File: config.mk
export PLATFORM = sky130hd
export DESIGN_NAME = vmc_misc_regs
export DESIGN_NICKNAME = d
export VERILOG_FILES = /design/src/design/vmc_misc_regs.v
export VERILOG_INCLUDE_DIRS = /design/src /design/src/design
export SDC_FILE = /design/constraint.sdc
export NUM_CORES = 1
export LEC_CHECK = 0
export BUFFER_PORTS_ARGS = -buffer_cell sky130_fd_sc_hd__buf_2
export CAP_MARGIN = 20
export CORE_UTILIZATION = 34
export DETAILED_ROUTE_END_ITERATION = 6
export PLACE_DENSITY = 0.64
export SYNTH_ARGS = -nofsm -noshare
export SYNTH_HDL_FRONTEND = slang
export SYNTH_SLANG_ARGS = --single-unit
File: constraint.sdc
create_clock -name clk -period 2.5 [get_ports clk]
set_input_delay 0.375 -clock clk [delete_from_list [all_inputs] [get_ports clk]]
set_output_delay 0.375 -clock clk [all_outputs]
set_load 0.005 [all_outputs]
File: src/design/vmc_defines.vh
// Register map, field positions, reset values and timing counts for the
// miscellaneous control group. Definitions only; included by bare name.
`ifndef VMC_DEFINES_VH
`define VMC_DEFINES_VH

`define VMC_OFF_CTL          12'h404
`define VMC_OFF_STAT         12'h408
`define VMC_OFF_UAM          12'h40c

`define VMC_BTO_LSB          28
`define VMC_ARB_MODE_BIT     26
`define VMC_ARBTO_LSB        24
`define VMC_LOCAL_RESET_OUT_BIT         23
`define VMC_BRST_BIT         22
`define VMC_ISO_BIT          20
`define VMC_GISO_BIT         19
`define VMC_LEGACY_BIT       18
`define VMC_SYSTEM_CONTROLLER_FLAG_BIT       17
`define VMC_AUTOID_BIT       16
`define VMC_SYSRST_BIT       14

`define VMC_PCIW_BIT         30
`define VMC_ALTEN_BIT        27
`define VMC_BBSY_BIT         22
`define VMC_ALTDONE_BIT      19
`define VMC_TARGET_POST_FIFO_EMPTY_BIT         18
`define VMC_SLAVE_POST_FIFO_EMPTY_BIT         17
`define VMC_ALTID_LSB        8

`define VMC_UAM_A_LSB        26
`define VMC_UAM_B_LSB        18
`define VMC_UAM_PREFIX       2'h1

`define VMC_BTO_RST          4'h3
`define VMC_ARBTO_RST        2'h1
`define VMC_UAM_RST          4'h0

`define VMC_CLK_MHZ          50
`define VMC_TICK_US          4
// One 4 us tick is 200 cycles of the 50 MHz clock, sized for the prescaler.
`define VMC_TICK_CYC         8'hc8
`define VMC_ARB_MIN_US       8
`define VMC_PULSE_CYC        8'h10

`endif

File: src/design/vmc_misc_regs.v
// Miscellaneous control, status and user_address_modifier_codes code registers of the bridge,
// with the backplane bus timer, arbitration timer and auto-ID sequencer.
// Assumes a simple register port on clk (one-cycle rd/wr strobes, byte
// address); bus and FIFO status lines arrive from other clock domains.
`timescale 1ns/10ps
`default_nettype none
`include "vmc_defines.vh"

module vmc_misc_regs (
    input  wire        clk,
    input  wire        reset,
    input  wire        clk_en,
    input  wire [11:0] reg_addr,
    input  wire        reg_wr,
    input  wire        reg_rd,
    input  wire [31:0] reg_wdata,
    input  wire        wr_from_pci,
    output reg  [31:0] reg_rdata_ff,
    input  wire        strap_isolation,
    input  wire        strap_system_controller_flag,
    input  wire        strap_auto_id,
    input  wire        strap_alt_auto_id,
    input  wire        pci_rst_n,
    input  wire        req64_n,
    input  wire        own_bbsy_n,
    input  wire        target_fifo_empty,
    input  wire        slave_fifo_empty,
    input  wire        irq_level1_n,
    input  wire        bus_cycle_active,
    input  wire        arb_request_pending,
    input  wire        system_reset_trigger_in_n,
    input  wire        alt_id_load,
    input  wire [7:0]  alt_id_data,
    input  wire        iack2_done,
    output reg         local_reset_out_ff,
    output reg         system_reset_trigger_out_ff,
    output reg         irq_level2_out_ff,
    output reg         sysfail_out_ff,
    output reg         cfg_image_en_ff,
    output reg         bus_timeout_ff,
    output reg         arb_timeout_ff,
    output wire        arb_mode_sel,
    output wire        system_controller_flag,
    output wire        isolation_mode,
    output wire [7:0]  user_address_modifier_codes_code_a,
    output wire [7:0]  user_address_modifier_codes_code_b
);

    // Two-flop synchronisers for every asynchronous input, in one vector.
    localparam NSYNC = 8;
    // Reset levels match each pin's idle state, so no false edge or early
    // acknowledge is seen in the first cycles after reset.
    localparam [NSYNC-1:0] SYNC_RST = 8'hfe;
    wire [NSYNC-1:0] async_in = {pci_rst_n, req64_n, own_bbsy_n, target_fifo_empty,
                                 slave_fifo_empty, irq_level1_n, system_reset_trigger_in_n, iack2_done};
    reg  [NSYNC-1:0] meta_ff;
    reg  [NSYNC-1:0] sync_ff;
    genvar gi;
    generate
        for (gi = 0; gi < NSYNC; gi = gi + 1) begin : g_sync
            always @(posedge clk) begin
                if (reset) begin
                    meta_ff[gi] <= SYNC_RST[gi];
                    sync_ff[gi] <= SYNC_RST[gi];
                end else if (clk_en) begin
                    meta_ff[gi] <= async_in[gi];
                    sync_ff[gi] <= meta_ff[gi];
                end
            end
        end
    endgenerate
    wire s_pci_rst_n = sync_ff[7];
    wire s_req64_n   = sync_ff[6];
    wire s_bbsy_n    = sync_ff[5];
    wire s_target_post_fifo_empty      = sync_ff[4];
    wire s_slave_post_fifo_empty      = sync_ff[3];
    wire s_irq1_n    = sync_ff[2];
    wire s_sysrst_n  = sync_ff[1];
    wire s_iack2     = sync_ff[0];

    // Bus-timeout code to number of 4 us ticks; zero means disabled.
    function [8:0] bto_ticks;
        input [3:0] code;
        begin
            case (code)
                4'h1:    bto_ticks = 9'h004;
                4'h2:    bto_ticks = 9'h008;
                4'h3:    bto_ticks = 9'h010;
                4'h4:    bto_ticks = 9'h020;
                4'h5:    bto_ticks = 9'h040;
                4'h6:    bto_ticks = 9'h080;
                4'h7:    bto_ticks = 9'h100;
                default: bto_ticks = 9'h000;
            endcase
        end
    endfunction

    // Arbitration-timeout code to ticks; reserved codes disable the timer.
    function [8:0] arbto_ticks;
        input [1:0] code;
        begin
            case (code)
                2'h1:    arbto_ticks = 9'h004;
                2'h2:    arbto_ticks = 9'h040;
                default: arbto_ticks = 9'h000;
            endcase
        end
    endfunction

    // Control fields.
    reg [3:0] bus_timeout_sel_ff;
    reg       arb_mode_sel_ff;
    reg [1:0] arb_timeout_sel_ff;
    reg       isolation_mode_ff;
    reg       global_isolation_enable_ff;
    reg       unused_legacy_bit_ff;
    reg       system_controller_flag_ff;
    reg [3:0] uam_a_ff;
    reg [3:0] uam_b_ff;
    reg       straps_taken_ff;

    wire wr_ctl = clk_en & reg_wr & (reg_addr == `VMC_OFF_CTL);
    wire wr_uam = clk_en & reg_wr & (reg_addr == `VMC_OFF_UAM);

    // The trigger bits are decoded as write pulses only; nothing stores them.
    // Pulse-only triggers
    wire pulse_local_reset_out   = wr_ctl & reg_wdata[`VMC_LOCAL_RESET_OUT_BIT] & ~wr_from_pci;
    wire pulse_brst   = wr_ctl & reg_wdata[`VMC_BRST_BIT] & wr_from_pci;
    wire pulse_sysrst = wr_ctl & reg_wdata[`VMC_SYSRST_BIT];
    wire pulse_auto   = wr_ctl & reg_wdata[`VMC_AUTOID_BIT];

    // Level-1 interrupt falling edge, taken from the synchronised copy.
    reg  irq1_prev_ff;
    wire irq1_assert = irq1_prev_ff & ~s_irq1_n;

    // Writable control fields. Strap values are caught on the first enabled
    // cycle after reset release so that the reset itself only loads constants.
    always @(posedge clk) begin
        if (reset) begin
            bus_timeout_sel_ff         <= `VMC_BTO_RST;
            arb_mode_sel_ff            <= 1'b0;
            arb_timeout_sel_ff         <= `VMC_ARBTO_RST;
            isolation_mode_ff          <= 1'b0;
            global_isolation_enable_ff <= 1'b0;
            unused_legacy_bit_ff       <= 1'b1;
            system_controller_flag_ff  <= 1'b0;
            uam_a_ff                   <= `VMC_UAM_RST;
            uam_b_ff                   <= `VMC_UAM_RST;
            straps_taken_ff            <= 1'b0;
            irq1_prev_ff               <= 1'b1;
        end else if (clk_en) begin
            irq1_prev_ff <= s_irq1_n;
            if (!straps_taken_ff) begin
                straps_taken_ff           <= 1'b1;
                isolation_mode_ff         <= strap_isolation;
                system_controller_flag_ff <= strap_system_controller_flag;
            end else if (wr_ctl) begin
                bus_timeout_sel_ff <= reg_wdata[`VMC_BTO_LSB +: 4];
                arb_mode_sel_ff    <= reg_wdata[`VMC_ARB_MODE_BIT];
                arb_timeout_sel_ff <= reg_wdata[`VMC_ARBTO_LSB +: 2];
                global_isolation_enable_ff <= reg_wdata[`VMC_GISO_BIT];
                unused_legacy_bit_ff <= reg_wdata[`VMC_LEGACY_BIT];
                system_controller_flag_ff <= reg_wdata[`VMC_SYSTEM_CONTROLLER_FLAG_BIT];
                isolation_mode_ff <= reg_wdata[`VMC_ISO_BIT];
            end
            // The initiator wins over a software clear in the same cycle.
            // Global isolation initiator
            if (straps_taken_ff && global_isolation_enable_ff && irq1_assert) begin
                isolation_mode_ff <= 1'b1;
            end
            if (wr_uam) begin
                uam_a_ff <= reg_wdata[`VMC_UAM_A_LSB +: 4];
                uam_b_ff <= reg_wdata[`VMC_UAM_B_LSB +: 4];
            end
        end
    end

    // Reset outputs are stretched pulses; the system reset bit leaves this
    // block's own state untouched, it only drives the pin.
    reg [7:0] local_reset_out_cnt_ff;
    reg [7:0] brst_cnt_ff;
    always @(posedge clk) begin
        if (reset) begin
            local_reset_out_cnt_ff        <= 8'h00;
            brst_cnt_ff        <= 8'h00;
            local_reset_out_ff <= 1'b0;
            system_reset_trigger_out_ff    <= 1'b0;
        end else if (clk_en) begin
            if (pulse_local_reset_out)
                local_reset_out_cnt_ff <= `VMC_PULSE_CYC;
            else if (local_reset_out_cnt_ff != 8'h00)
                local_reset_out_cnt_ff <= local_reset_out_cnt_ff - 8'h01;
            if (pulse_brst || pulse_sysrst)
                brst_cnt_ff <= `VMC_PULSE_CYC;
            else if (brst_cnt_ff != 8'h00)
                brst_cnt_ff <= brst_cnt_ff - 8'h01;
            local_reset_out_ff <= pulse_local_reset_out | (local_reset_out_cnt_ff > 8'h01);
            system_reset_trigger_out_ff    <= pulse_brst | pulse_sysrst | (brst_cnt_ff > 8'h01);
        end
    end

    // Auto-ID sequencer: raise level-2 interrupt, wait for its acknowledge,
    // then drop sysfail and open the configuration image.
    localparam AID_IDLE = 2'h0;
    localparam AID_IRQ  = 2'h1;
    localparam AID_DONE = 2'h2;
    reg [1:0] aid_state_ff;
    reg       aid_strap_done_ff;
    always @(posedge clk) begin
        if (reset) begin
            aid_state_ff      <= AID_IDLE;
            aid_strap_done_ff <= 1'b0;
            irq_level2_out_ff <= 1'b0;
            sysfail_out_ff    <= 1'b0;
            cfg_image_en_ff   <= 1'b1;
        end else if (clk_en) begin
            aid_strap_done_ff <= 1'b1;
            case (aid_state_ff)
                AID_IDLE: begin
                    if (pulse_auto || (!aid_strap_done_ff && strap_auto_id)) begin
                        aid_state_ff      <= AID_IRQ;
                        irq_level2_out_ff <= 1'b1;
                        sysfail_out_ff    <= 1'b1;
                        cfg_image_en_ff   <= 1'b0;
                    end
                end
                AID_IRQ: begin
                    if (s_iack2) begin
                        aid_state_ff      <= AID_DONE;
                        irq_level2_out_ff <= 1'b0;
                        sysfail_out_ff    <= 1'b0;
                        cfg_image_en_ff   <= 1'b1;
                    end
                end
                AID_DONE: begin
                    aid_state_ff <= AID_IDLE;
                end
                default: begin
                    aid_state_ff <= AID_IDLE;
                end
            endcase
        end
    end

    // Shared 4 us prescaler; up to one tick of early expiry is accepted.
    reg [7:0] tick_cnt_ff;
    wire      tick = (tick_cnt_ff == 8'h00);
    reg [8:0] bto_cnt_ff;
    reg [8:0] arb_cnt_ff;
    wire [8:0] bto_lim = bto_ticks(bus_timeout_sel_ff);
    wire [8:0] arb_lim = arbto_ticks(arb_timeout_sel_ff);
    always @(posedge clk) begin
        if (reset) begin
            tick_cnt_ff    <= 8'h00;
            bto_cnt_ff     <= 9'h000;
            arb_cnt_ff     <= 9'h000;
            bus_timeout_ff <= 1'b0;
            arb_timeout_ff <= 1'b0;
        end else if (clk_en) begin
            tick_cnt_ff <= tick ? (`VMC_TICK_CYC - 8'h01) : (tick_cnt_ff - 8'h01);
            if (!bus_cycle_active || bto_lim == 9'h000 || !system_controller_flag_ff)
                bto_cnt_ff <= 9'h000;
            else if (tick && bto_cnt_ff != bto_lim)
                bto_cnt_ff <= bto_cnt_ff + 9'h001;
            bus_timeout_ff <= (bto_lim != 9'h000) && (bto_cnt_ff == bto_lim) &&
                              bus_cycle_active && system_controller_flag_ff;
            if (!arb_request_pending || arb_lim == 9'h000 || !system_controller_flag_ff)
                arb_cnt_ff <= 9'h000;
            else if (tick && arb_cnt_ff != arb_lim)
                arb_cnt_ff <= arb_cnt_ff + 9'h001;
            arb_timeout_ff <= (arb_lim != 9'h000) && (arb_cnt_ff == arb_lim) &&
                              arb_request_pending && system_controller_flag_ff;
        end
    end

    // Status captured from the outside world.
    reg       pci_width_status_ff;
    reg       pci_rst_prev_ff;
    reg       alt_auto_id_enable_ff;
    reg       alt_auto_id_done_ff;
    reg [7:0] alt_auto_id_value_ff;
    always @(posedge clk) begin
        if (reset) begin
            pci_width_status_ff   <= 1'b0;
            pci_rst_prev_ff       <= 1'b1;
            alt_auto_id_enable_ff <= 1'b0;
            alt_auto_id_done_ff   <= 1'b0;
        end else if (clk_en) begin
            pci_rst_prev_ff <= s_pci_rst_n;
            if (s_pci_rst_n && !pci_rst_prev_ff)
                pci_width_status_ff <= ~s_req64_n;
            if (!straps_taken_ff)
                alt_auto_id_enable_ff <= strap_alt_auto_id;
            if (alt_id_load && alt_auto_id_enable_ff)
                alt_auto_id_done_ff <= 1'b1;
        end
    end

    // The alternate ID survives ordinary resets; only a backplane system reset
    // (system_reset_trigger_in_n low) clears it, so it is kept off the block reset.
    always @(posedge clk) begin
        if (clk_en) begin
            if (!s_sysrst_n)
                alt_auto_id_value_ff <= 8'h00;
            else if (alt_id_load && alt_auto_id_enable_ff)
                alt_auto_id_value_ff <= alt_id_data;
        end
    end

    // Read mux; reset trigger bits and reserved bits read as zero, the auto-ID bit reads as sequencer busy.
    reg [31:0] nxt_rdata;
    always @* begin
        nxt_rdata = 32'h0000_0000;
        case (reg_addr)
            `VMC_OFF_CTL: begin
                nxt_rdata[`VMC_BTO_LSB +: 4]    = bus_timeout_sel_ff;
                nxt_rdata[`VMC_ARB_MODE_BIT]    = arb_mode_sel_ff;
                nxt_rdata[`VMC_ARBTO_LSB +: 2]  = arb_timeout_sel_ff;
                nxt_rdata[`VMC_ISO_BIT]         = isolation_mode_ff;
                nxt_rdata[`VMC_GISO_BIT]        = global_isolation_enable_ff;
                nxt_rdata[`VMC_LEGACY_BIT]      = unused_legacy_bit_ff;
                nxt_rdata[`VMC_SYSTEM_CONTROLLER_FLAG_BIT]      = system_controller_flag_ff;
                nxt_rdata[`VMC_AUTOID_BIT]      = (aid_state_ff == AID_IRQ);
            end
            `VMC_OFF_STAT: begin
                nxt_rdata[`VMC_PCIW_BIT]        = pci_width_status_ff;
                nxt_rdata[`VMC_ALTEN_BIT]       = alt_auto_id_enable_ff;
                nxt_rdata[`VMC_BBSY_BIT]        = s_bbsy_n;
                nxt_rdata[`VMC_ALTDONE_BIT]     = alt_auto_id_done_ff;
                nxt_rdata[`VMC_TARGET_POST_FIFO_EMPTY_BIT]        = s_target_post_fifo_empty;
                nxt_rdata[`VMC_SLAVE_POST_FIFO_EMPTY_BIT]        = s_slave_post_fifo_empty;
                nxt_rdata[`VMC_ALTID_LSB +: 8]  = alt_auto_id_value_ff;
            end
            `VMC_OFF_UAM: begin
                nxt_rdata[`VMC_UAM_A_LSB +: 6]  = {`VMC_UAM_PREFIX, uam_a_ff};
                nxt_rdata[`VMC_UAM_B_LSB +: 6]  = {`VMC_UAM_PREFIX, uam_b_ff};
            end
            default: nxt_rdata = 32'h0000_0000;
        endcase
    end

    // Read data registered one cycle after the read strobe.
    always @(posedge clk) begin
        if (reset)
            reg_rdata_ff <= 32'h0000_0000;
        else if (clk_en && reg_rd)
            reg_rdata_ff <= nxt_rdata;
    end

    assign arb_mode_sel           = arb_mode_sel_ff;
    assign system_controller_flag = system_controller_flag_ff;
    assign isolation_mode         = isolation_mode_ff;
    assign user_address_modifier_codes_code_a         = {`VMC_UAM_PREFIX, uam_a_ff, 2'h0};
    assign user_address_modifier_codes_code_b         = {`VMC_UAM_PREFIX, uam_b_ff, 2'h0};

endmodule
`default_nettype wire

==> results of run 1 <==
[metrics by stage]
stage | setup WS, ns | hold slack, ns | instance area (sq um) | utilization (%) | total power (W)
after global placement | 0.204 | 0.428 | 6340 | 39.6 | 0.00336
after floorplan | 0.520 | 0.412 | 5680 | - | 0.00312
after CTS | 0.294 | 0.160 | 6920 | 43.3 | 0.00577
after detailed placement | 0.196 | 0.442 | 6340 | 39.6 | 0.00338
final | 0.295 | 0.176 | 6930 | 43.3 | 0.00572
after global routing | 0.117 | 0.181 | 6920 | 43.3 | 0.00606
[report_power, final]
| part | leakage [nW] | switching [W] | internal [W] |
|---|---|---|---|
| registers | 1.00 | 0.000154 | 0.00214 |
| logic | 1.56 | 0.000574 | 0.000471 |
| clock network | 0.279 | 0.000890 | 0.00149 |
[synth_stat cells (3+ instances only)]
cell type,count,area [sq um]
a211oi_1,9,67.6
o21ai_0,11,55.1
or3_1,10,62.6
a21oi_1,49,245
buf_4,18,135
buf_1,4,15.0
ha_1,12,150
or4_1,7,52.6
o211ai_1,6,45.0
nor3b_1,6,45.0
dfxtp_1,114,2280
nor3_1,21,105
nand2_1,94,353
and2_1,13,81.3
a31oi_1,4,25.0
nor2b_1,4,25.0
o21ai_1,3,15.0
a221oi_1,7,61.3
edfxtp_1,8,240
mux2i_1,24,240
xor2_1,13,114
nor4_1,5,31.3
clkbuf_1,18,67.6
xnor2_1,6,52.6
and3_1,7,43.8
nor2_1,67,251
nand4_1,8,50.1
nand2b_1,6,37.5
a22oi_1,9,67.6
inv_1,16,60.1
nand3_1,20,100
buf_2,7,35.0
[layout make-up]
type | count | area, sq um | share of cell area, %
Multi-Input combinational cell | 477 | 2830 | 40.9
Sequential cell | 122 | 2520 | 36.4
Timing Repair Buffer | 117 | 646 | 9.32
Clock buffer | 18 | 439 | 6.34
Tap cell | 216 | 270 | 3.90
Clock inverter | 14 | 145 | 2.10
Inverter | 18 | 67.6 | 0.975
Antenna cell | 1 | 2.50 | 0.0361
[per-layer routing]
metal | share of wire (%) | up-vias | track usage [%]
met2 | 47 | 100 | 27.7
met3 | 5.0 | 16 | 4.97
met1 | 46 | 2236 | 21.5
li1 | - | 2470 | -
met5 | 0 | - | 0
met4 | 1.5 | 0 | 6.15
[kinds of logic after synthesis]
| group | share of synthesized area (%) |
|---|---|
| adder cells (fa/ha/maj) | 2.67 |
| buffers and inverters | 5.78 |
| XOR/XNOR | 2.96 |
| AO/OA/AOI/OAI | 13.4 |
| other | 0.134 |
| multiplexers | 4.47 |
| flip-flops | 44.8 |
| AND/OR/NAND/NOR | 25.7 |
[worst paths after layout]
kind / end / slack (ns)
min: meta_ff[1] / 0.18
max: arb_cnt_ff[8] / 0.29
max reg2reg: arb_cnt_ff[8] / 0.29
min reg2reg: pci_width_status_ff / 0.45
[registers in the layout (all words and copies together) (netlist names), 4 cells and up]
register                count
meta_ff                     8
reg_rdata_ff               23
arb_cnt_ff                  9
bus_timeout_sel_ff          4
alt_auto_id_value_ff        8
bto_cnt_ff                  9
uam_a_ff                    4
local_reset_out_cnt_ff      8
tick_cnt_ff                 8
uam_b_ff                    4
brst_cnt_ff                 8
[worst min-delay path, stage by stage]
cell     delay, ns
buf_2         0.07
mux2i_1       0.05
nand2_1       0.06
[cell usage in the layout (no fill, tap or decap), types with 3 or more instances in the layout]
cell,synthesis,final
a211oi_1,9,9
a21oi_1,49,49
a221oi_1,7,7
a22oi_1,9,9
a31oi_1,4,4
and2_1,13,13
and3_1,7,7
buf_2,7,98
buf_4,18,18
clkbuf_16,0,17
clkinv_2,0,4
clkinvlp_4,0,4
conb_1,2,17
dfxtp_1,114,114
edfxtp_1,8,8
ha_1,12,12
inv_1,16,16
inv_6,0,3
mux2i_1,24,24
nand2_1,94,94
nand2b_1,6,6
nand3_1,20,20
nand4_1,8,8
nor2_1,67,67
nor2b_1,4,4
nor3_1,21,21
nor3b_1,6,6
nor4_1,5,5
o211ai_1,6,6
o21ai_0,11,11
o21ai_1,3,3
or3_1,10,10
or4_1,7,7
xnor2_1,6,6
xor2_1,13,13
==> run summary, run 1 <==
Worst path depth: 8
cts repair resizes: 0
synth unique cells: 68
cts bufs inserted: 17
CTS sink cnt: 122
DRT Pass-1 Iters: 4
Vias/cell: 4.91
Final Skew: 0.00420 ns
Peak supply drop: 470 uV
Ys Warns: 0
post-route ant nets: 0
wire per inst: 13.9 um
Layout area overhead: 23.1%
most common flop cell mapped by yosys: dfxtp_1
# nets final: 838
number of buffers and inverters on the critical path: 1
Peak Freq: 0.453 GHz
gpl congestion: 0.795
Detailed Route Iter0 Violations: 337
CP max-delay cell: or3_1
largest net degree at the start of global routing: 38
average size of a mapped cell: 8.65 sq um
Final period util: 88.2%
Reg2Reg Depth: 8
die width: 131 um
endpoint class of the critical path: register
Port Buf Inserts: 98
Top Family by Delay on Critical Path: simple AND/OR/NAND/NOR gates
clock slew at reported path FFs: 0.06 ns
Crit path largest cell delay: 0.47 ns
worst path required time: 2.79 ns
CTS tree: yes
EDFF count, synth: 8
Core Area: 16,000 sq um
critical path data arrival time: 2.50 ns
status: finished clean
FF-to-FF Start: tick_cnt_ff[0]
#FFs+latches synth: 122
worst-margin pin slew: 0.535 ns
I/O pins: 131
remaining global-route overflow: 0
Max-Cap Viols: 0
postcts setup bufs: 0
critical path class: reg2reg
first-pass GRT wire length: 22.4 mm
Non-Filler Instances: 983
Mapped Area: 5630 sq um
Placed Instances: 950
Seq/Total Area, Yosys: 44.8%
Total Routing Usage GR: 17.1%
PD cells: 826 nW/um^2
relative slew slack: 64.1%
Final setup viols: 0
total wire length: 13.7 mm
CTS Hold Buffers Added: 0
Final Hold Viols: 0
vias post-DR: 4,822
number of fill cells in the layout: 1,628
ys async rst share: 0%
Crit. Startpoint: tick_cnt_ff[0]
Initial Util: 35.2%
Setup Total Neg Slack: 0 ns
vias in the first global route: 4,538
hold crit path type: in2reg
Startpoint Class: register
RSZ-0062 raised after global routing: false
cells along the critical path: inv_1 > ha_1 > or3b_1 > or3_1 > o21bai_4 > nand4_1 > xor2_1 > nor2_1
CTS Buffer Depth: 2
crit path time final: 2.21 ns
max-slew violations: 0
dpl hpwl: 10.0 mm
Crit Path Max Fanout: 9
DIE AREA: 17,100 sq um
Post-route DRC: 0
CTS Root Cell: clkbuf_16
die height: 131 um
row cnt: 46
Hold Crit Depth: 3
share of cells above drive strength 1: 21.5%
worst-skew pair later-pin latency: 0.41 ns
leakage: 2.84 nW
H-tree depth: 4
Post-Syn Instances: 650
initial antenna violation count: 1
Hold Startpoint: system_reset_trigger_in_n
No activity file was read; power rests on OpenSTA's default activity.
==> run 2: changes to the inputs <==
--- a/config.mk
+++ b/config.mk
@@ -6,11 +6,12 @@
 export SDC_FILE = /design/constraint.sdc
 export NUM_CORES = 1
 export LEC_CHECK = 0
-export BUFFER_PORTS_ARGS = -buffer_cell sky130_fd_sc_hd__buf_2
 export CAP_MARGIN = 20
 export CORE_UTILIZATION = 34
 export DETAILED_ROUTE_END_ITERATION = 6
-export PLACE_DENSITY = 0.64
+export DONT_BUFFER_PORTS = 1
+export PLACE_DENSITY = 0.57
+export SLEW_MARGIN = 5
 export SYNTH_ARGS = -nofsm -noshare
 export SYNTH_HDL_FRONTEND = slang
 export SYNTH_SLANG_ARGS = --single-unit
==> run 2 against run 1 <==
Against the previous run:
- combinational power shrank 13%
- sequential power about the same
- core utilization decreased by 3.6 points
- first-iteration DRC count is 24% lower
- worst setup slack lost 0.060 ns
- cell count fell by 11%
- register-to-register slack worse by 0.06 ns
- wire length grew 1.8%
- global-route usage is 0.34 points higher
- critical path type unchanged
==> run summary, run 2 (synthesis results as in run 1) <==
status: finished clean (unchanged)
diode count: 0 (was 1)
Setup Total Neg Slack: 0 ns (unchanged)
DRT Pass-1 Iters: 5 (was 4)
hold crit path type: in2reg (unchanged)
Post-route DRC: 0 (unchanged)
Crit. Startpoint: bus_timeout_sel_ff[0] (was tick_cnt_ff[0])
gpl congestion: 0.775 (was 0.795)
cts bufs inserted: 17 (unchanged)
crit path time final: 2.27 ns (was 2.21 ns)
Final setup viols: 0 (unchanged)
CTS tree: yes (unchanged)
cts repair resizes: 0 (unchanged)
Startpoint Class: register (unchanged)
DIE AREA: 17,100 sq um (unchanged)
Reg2Reg Depth: 6 (was 8)
Peak supply drop: 572 uV (was 470 uV)
vias in the first global route: 4,341 (was 4,538)
CTS Root Cell: clkbuf_16 (unchanged)
die width: 131 um (unchanged)
PD cells: 902 nW/um^2 (was 826 nW/um^2)
remaining global-route overflow: 0 (unchanged)
row cnt: 46 (unchanged)
vias post-DR: 4,517 (was 4,822)
cells along the critical path: or4b_4 > a22oi_2 > o211ai_2 > nor4_4 > nand4b_1 > o31ai_2 (was inv_1 > ha_1 > or3b_1 > or3_1 > o21bai_4 > nand4_1 > xor2_1 > nor2_1)
Power Total: 0.00573 W (was 0.00572 W)
Port Buf Inserts: 0 (was 98)
Top reg by flops: reg_rdata_ff (unchanged)
CTS Hold Buffers Added: 0 (unchanged)
worst reg2reg endpoint: bto_cnt_ff[1] (was arb_cnt_ff[8])
r2r setup slk: 0.23 ns (was 0.29 ns)
design area: 6360 sq um (was 6930 sq um)
Top Family by Delay on Critical Path: simple AND/OR/NAND/NOR gates (unchanged)
Crit path largest cell delay: 0.54 ns (was 0.47 ns)
die height: 131 um (unchanged)
endpoint class of the critical path: register (unchanged)
worst path required time: 2.80 ns (was 2.79 ns)
post-route ant nets: 0 (unchanged)
relative slew slack: 50.9% (was 64.1%)
initial antenna violation count: 0 (was 1)
max reg flops: 23 (unchanged)
worst-skew pair later-pin latency: 0.42 ns (was 0.41 ns)
Post-DP Area: 5750 sq um (was 6340 sq um)
I/O pins: 131 (unchanged)
largest net degree at the start of global routing: 68 (was 38)
critical path class: reg2reg (unchanged)
worst-margin pin slew: 0.734 ns (was 0.535 ns)
Detailed Route Iter0 Violations: 256 (was 337)
dpl hpwl: 10.1 mm (was 10.0 mm)
final hold slack: 0.0349 ns (was 0.176 ns)
total wire length: 13.9 mm (was 13.7 mm)
Core Area: 16,000 sq um (unchanged)
Final period util: 90.6% (was 88.2%)
clock slew at reported path FFs: 0.05 ns (was 0.06 ns)
Final Core Density: 39.7% (was 43.3%)
critical path data arrival time: 2.57 ns (was 2.50 ns)
most frequent cells in the layout: dfxtp_1, nand2_1, nor2_1 (was dfxtp_1, buf_2, nand2_1)
Vias/cell: 5.17 (was 4.91)
CP max-delay cell: dfxtp_1 (was or3_1)
number of fill cells in the layout: 1,607 (was 1,628)
wire per inst: 15.9 um (was 13.9 um)
FF-to-FF Start: bus_timeout_sel_ff[0] (was tick_cnt_ff[0])
share of cells above drive strength 1: 7.31% (was 21.5%)
Top Registers: reg_rdata_ff: 23 flops, arb_cnt_ff: 9 flops, bto_cnt_ff: 9 flops (unchanged)
most common cell after layout, fill and taps aside: dfxtp_1 (unchanged)
Max-Cap Viols: 0 (unchanged)
max-slew violations: 0 (unchanged)
# nets final: 729 (was 838)
Initial Util: 35.2% (unchanged)
Crit Path Max Fanout: 11 (was 9)
RSZ-0062 raised after global routing: false (unchanged)
Total Routing Usage GR: 17.4% (was 17.1%)
number of buffers and inverters on the critical path: 0 (was 1)
Hold EP: brst_cnt_ff[4] (was meta_ff[1])
Peak Freq: 0.441 GHz (was 0.453 GHz)
Worst path depth: 6 (was 8)
H-tree depth: 4 (unchanged)
CTS sink cnt: 122 (unchanged)
postcts setup bufs: 0 (unchanged)
CTS Buffer Depth: 2 (unchanged)
Hold Crit Depth: 1 (was 3)
first-pass GRT wire length: 22.6 mm (was 22.4 mm)
leakage: 2.34 nW (was 2.84 nW)
Final Skew: 0.00742 ns (was 0.00420 ns)
Final Hold Viols: 0 (unchanged)
Layout area overhead: 13.0% (was 23.1%)
Hold Startpoint: reset (was system_reset_trigger_in_n)
## run 2: how the worst max path moves through the flow
| stage | endpoint | slack [ns] |
|---|---|---|
| floorplan | arb_cnt_ff[6] | 0.52 |
| global placement | cfg_image_en_ff | 0.32 |
| detailed placement | bto_cnt_ff[1] | 0.27 |
| CTS | bto_cnt_ff[1] | 0.26 |
| global route | bto_cnt_ff[1] | 0.09 |
| finish | bto_cnt_ff[1] | 0.23 |
## run 2: worst reg2reg max path, cell delays in order (launching register included)
cell and delay [ns]:
dfxtp_1 0.54, or4b_4 0.53, a22oi_2 0.15, o211ai_2 0.13, nor4_4 0.52, nand4b_1 0.21, o31ai_2 0.08
## run 2: stage by stage
step,worst slack [ns],cells
finish,0.235,873
global route,0.0880,873
CTS,0.259,873
detailed placement,0.270,841
global placement,0.320,841
floorplan,0.520,665
## run 2: area by class of cell
cell class	instances	area, sq um	share of cell area (%)
Clock buffer	22	454	7.15
Clock inverter	10	148	2.32
Inverter	18	67.6	1.06
Multi-Input combinational cell	477	2830	44.6
Sequential cell	122	2520	39.7
Tap cell	216	270	4.25
Timing Repair Buffer	8	60.1	0.945
## run 2: report_power, final
part,switching (W),internal (W)
combinational,0.000501,0.000413
clock,0.000837,0.00168
sequential,0.000168,0.00214
total,0.00151,0.00423
## run 2: per-layer routing
| layer | wire length (um) | up-vias | global-route usage [%] |
|---|---|---|---|
| met4 | 301 | 0 | 7.03 |
| met1 | 5770 | 2138 | 20.2 |
| met2 | 6760 | 110 | 28.4 |
| met5 | 0 | - | 0 |
| li1 | - | 2247 | - |
| met3 | 1060 | 22 | 7.17 |
==> run 3: changes to the inputs <==
--- a/config.mk
+++ b/config.mk
@@ -8,6 +8,7 @@
 export LEC_CHECK = 0
 export CAP_MARGIN = 20
 export CORE_UTILIZATION = 34
+export CTS_BUF_LIST = sky130_fd_sc_hd__clkbuf_16
 export DETAILED_ROUTE_END_ITERATION = 6
 export DONT_BUFFER_PORTS = 1
 export PLACE_DENSITY = 0.57
==> run 3 against run 2 <==
Against the previous run:
- cell count unchanged
- first-iteration DRC count up 2.7%
- flip-flop and latch count unchanged
- worst hold slack worse by 0.00067 ns
- critical endpoint unchanged
- largest power group unchanged
==> run summary, run 3 (synthesis results as in run 1) <==
post-route ant nets: 0 (unchanged)
share of cells above drive strength 1: 7.15% (was 7.31%)
number of fill cells in the layout: 1,608 (was 1,607)
Setup Total Neg Slack: 0 ns (unchanged)
first-pass GRT wire length: 22.6 mm (unchanged)
PD cells: 896 nW/um^2 (was 902 nW/um^2)
postcts setup bufs: 0 (unchanged)
Total Routing Usage GR: 17.4% (unchanged)
worst-skew pair later-pin latency: 0.42 ns (about the same)
Layout area overhead: 12.8% (was 13.0%)
vias in the first global route: 4,341 (unchanged)
CTS Root Cell: clkbuf_16 (unchanged)
initial antenna violation count: 0 (unchanged)
Max-Cap Viols: 0 (unchanged)
cts repair resizes: 0 (unchanged)
most frequent cells in the layout: dfxtp_1, nand2_1, nor2_1 (unchanged)
Power Total: 0.00569 W (was 0.00573 W)
I/O pins: 131 (unchanged)
clock slew at reported path FFs: 0.05 ns (about the same)
Startpoint Class: register (unchanged)
crit path time final: 2.27 ns (about the same)
Top reg by flops: reg_rdata_ff (unchanged)
critical path class: reg2reg (unchanged)
vias post-DR: 4,520 (was 4,517)
RSZ-0062 raised after global routing: false (unchanged)
dpl hpwl: 10.1 mm (unchanged)
cts bufs inserted: 17 (unchanged)
total wire length: 13.9 mm (about the same)
largest net degree at the start of global routing: 68 (unchanged)
# nets final: 729 (unchanged)
max-slew violations: 0 (unchanged)
Crit Path Max Fanout: 11 (unchanged)
worst-margin pin slew: 0.750 ns (was 0.734 ns)
worst path required time: 2.80 ns (about the same)
Detailed Route Iter0 Violations: 263 (was 256)
most common cell after layout, fill and taps aside: dfxtp_1 (unchanged)
DIE AREA: 17,100 sq um (unchanged)
Port Buf Inserts: 0 (unchanged)
Final period util: 90.7% (was 90.6%)
area taken by flip-flops and latches: 2520 sq um (unchanged)
CTS tree: yes (unchanged)
leakage: 2.35 nW (was 2.34 nW)
hold crit path type: in2reg (unchanged)
die height: 131 um (unchanged)
row cnt: 46 (unchanged)
die width: 131 um (unchanged)
area of the multi-input gates: 2830 sq um (unchanged)
DRT Pass-1 Iters: 4 (was 5)
Final Skew: 0.00767 ns (was 0.00742 ns)
status: finished clean (unchanged)
Peak Freq: 0.441 GHz (about the same)
Peak supply drop: 572 uV (about the same)
CTS Hold Buffers Added: 0 (unchanged)
CTS sink cnt: 122 (unchanged)
Top Registers: reg_rdata_ff: 23 flops, arb_cnt_ff: 9 flops, bto_cnt_ff: 9 flops (unchanged)
remaining global-route overflow: 0 (unchanged)
critical path data arrival time: 2.57 ns (about the same)
wire per inst: 15.9 um (about the same)
max reg flops: 23 (unchanged)
Vias/cell: 5.18 (was 5.17)
Final Hold Viols: 0 (unchanged)
relative slew slack: 49.9% (was 50.9%)
CTS Buffer Depth: 2 (unchanged)
H-tree depth: 4 (unchanged)
Core Area: 16,000 sq um (unchanged)
gpl congestion: 0.775 (unchanged)
Initial Util: 35.2% (unchanged)
Post-route DRC: 0 (unchanged)
diode count: 0 (unchanged)
Final setup viols: 0 (unchanged)
endpoint class of the critical path: register (unchanged)
## run 3: worst paths after layout
| check | end | slack [ns] | startpoint | cells after the start |
|---|---|---|---|---|
| max reg2reg | bto_cnt_ff[1] | 0.23 | bus_timeout_sel_ff[0] | 6 |
| min | brst_cnt_ff[4] | 0.03 | reset | 1 |
| max | bto_cnt_ff[1] | 0.23 | bus_timeout_sel_ff[0] | 6 |
| min reg2reg | pci_width_status_ff | 0.44 | s_req64_n | 1 |
## run 3: layer usage
metal / vias up / global-route usage [%] / routed length [um]
met5: - / 0 / 0
met4: 0 / 7.03 / 304
met3: 23 / 7.17 / 1060
met2: 110 / 28.4 / 6780
met1: 2141 / 20.2 / 5760
li1: 2246 / - / -
## run 3: final cells by class
| type | count | share of cell area [%] |
|---|---|---|
| multi-input cells | 477 | 44.7 |
| clock buffers | 17 | 6.70 |
| inverters | 18 | 1.06 |
| repair buffers | 8 | 0.946 |
| well taps | 216 | 4.26 |
| clock inverters | 15 | 2.62 |
| flip-flops and latches | 122 | 39.7 |
## run 3: stage by stage
step	hold slack (ns)	utilization, %	worst slack [ns]	std cells	cell area [sq um]
2_1_floorplan	0.412	-	0.520	665	5680
3_3_place_gp	0.422	36.0	0.320	841	5750
3_5_place_dp	0.430	36.0	0.270	841	5750
4_1_cts	0.0228	39.7	0.258	873	6350
5_1_grt	0.0195	39.7	0.0877	873	6350
6_report	0.0342	39.7	0.233	873	6350
## run 3: critical path: stages, from the launching register on
cell	delay, ns
dfxtp_1	0.54
or4b_4	0.53
a22oi_2	0.15
o211ai_2	0.13
nor4_4	0.52
nand4b_1	0.21
o31ai_2	0.08
## run 3: power breakdown
part / total [W] / internal, W / switching, W
registers: 0.00231 / 0.00214 / 0.000168
logic: 0.000914 / 0.000413 / 0.000501
clock network: 0.00247 / 0.00163 / 0.000837
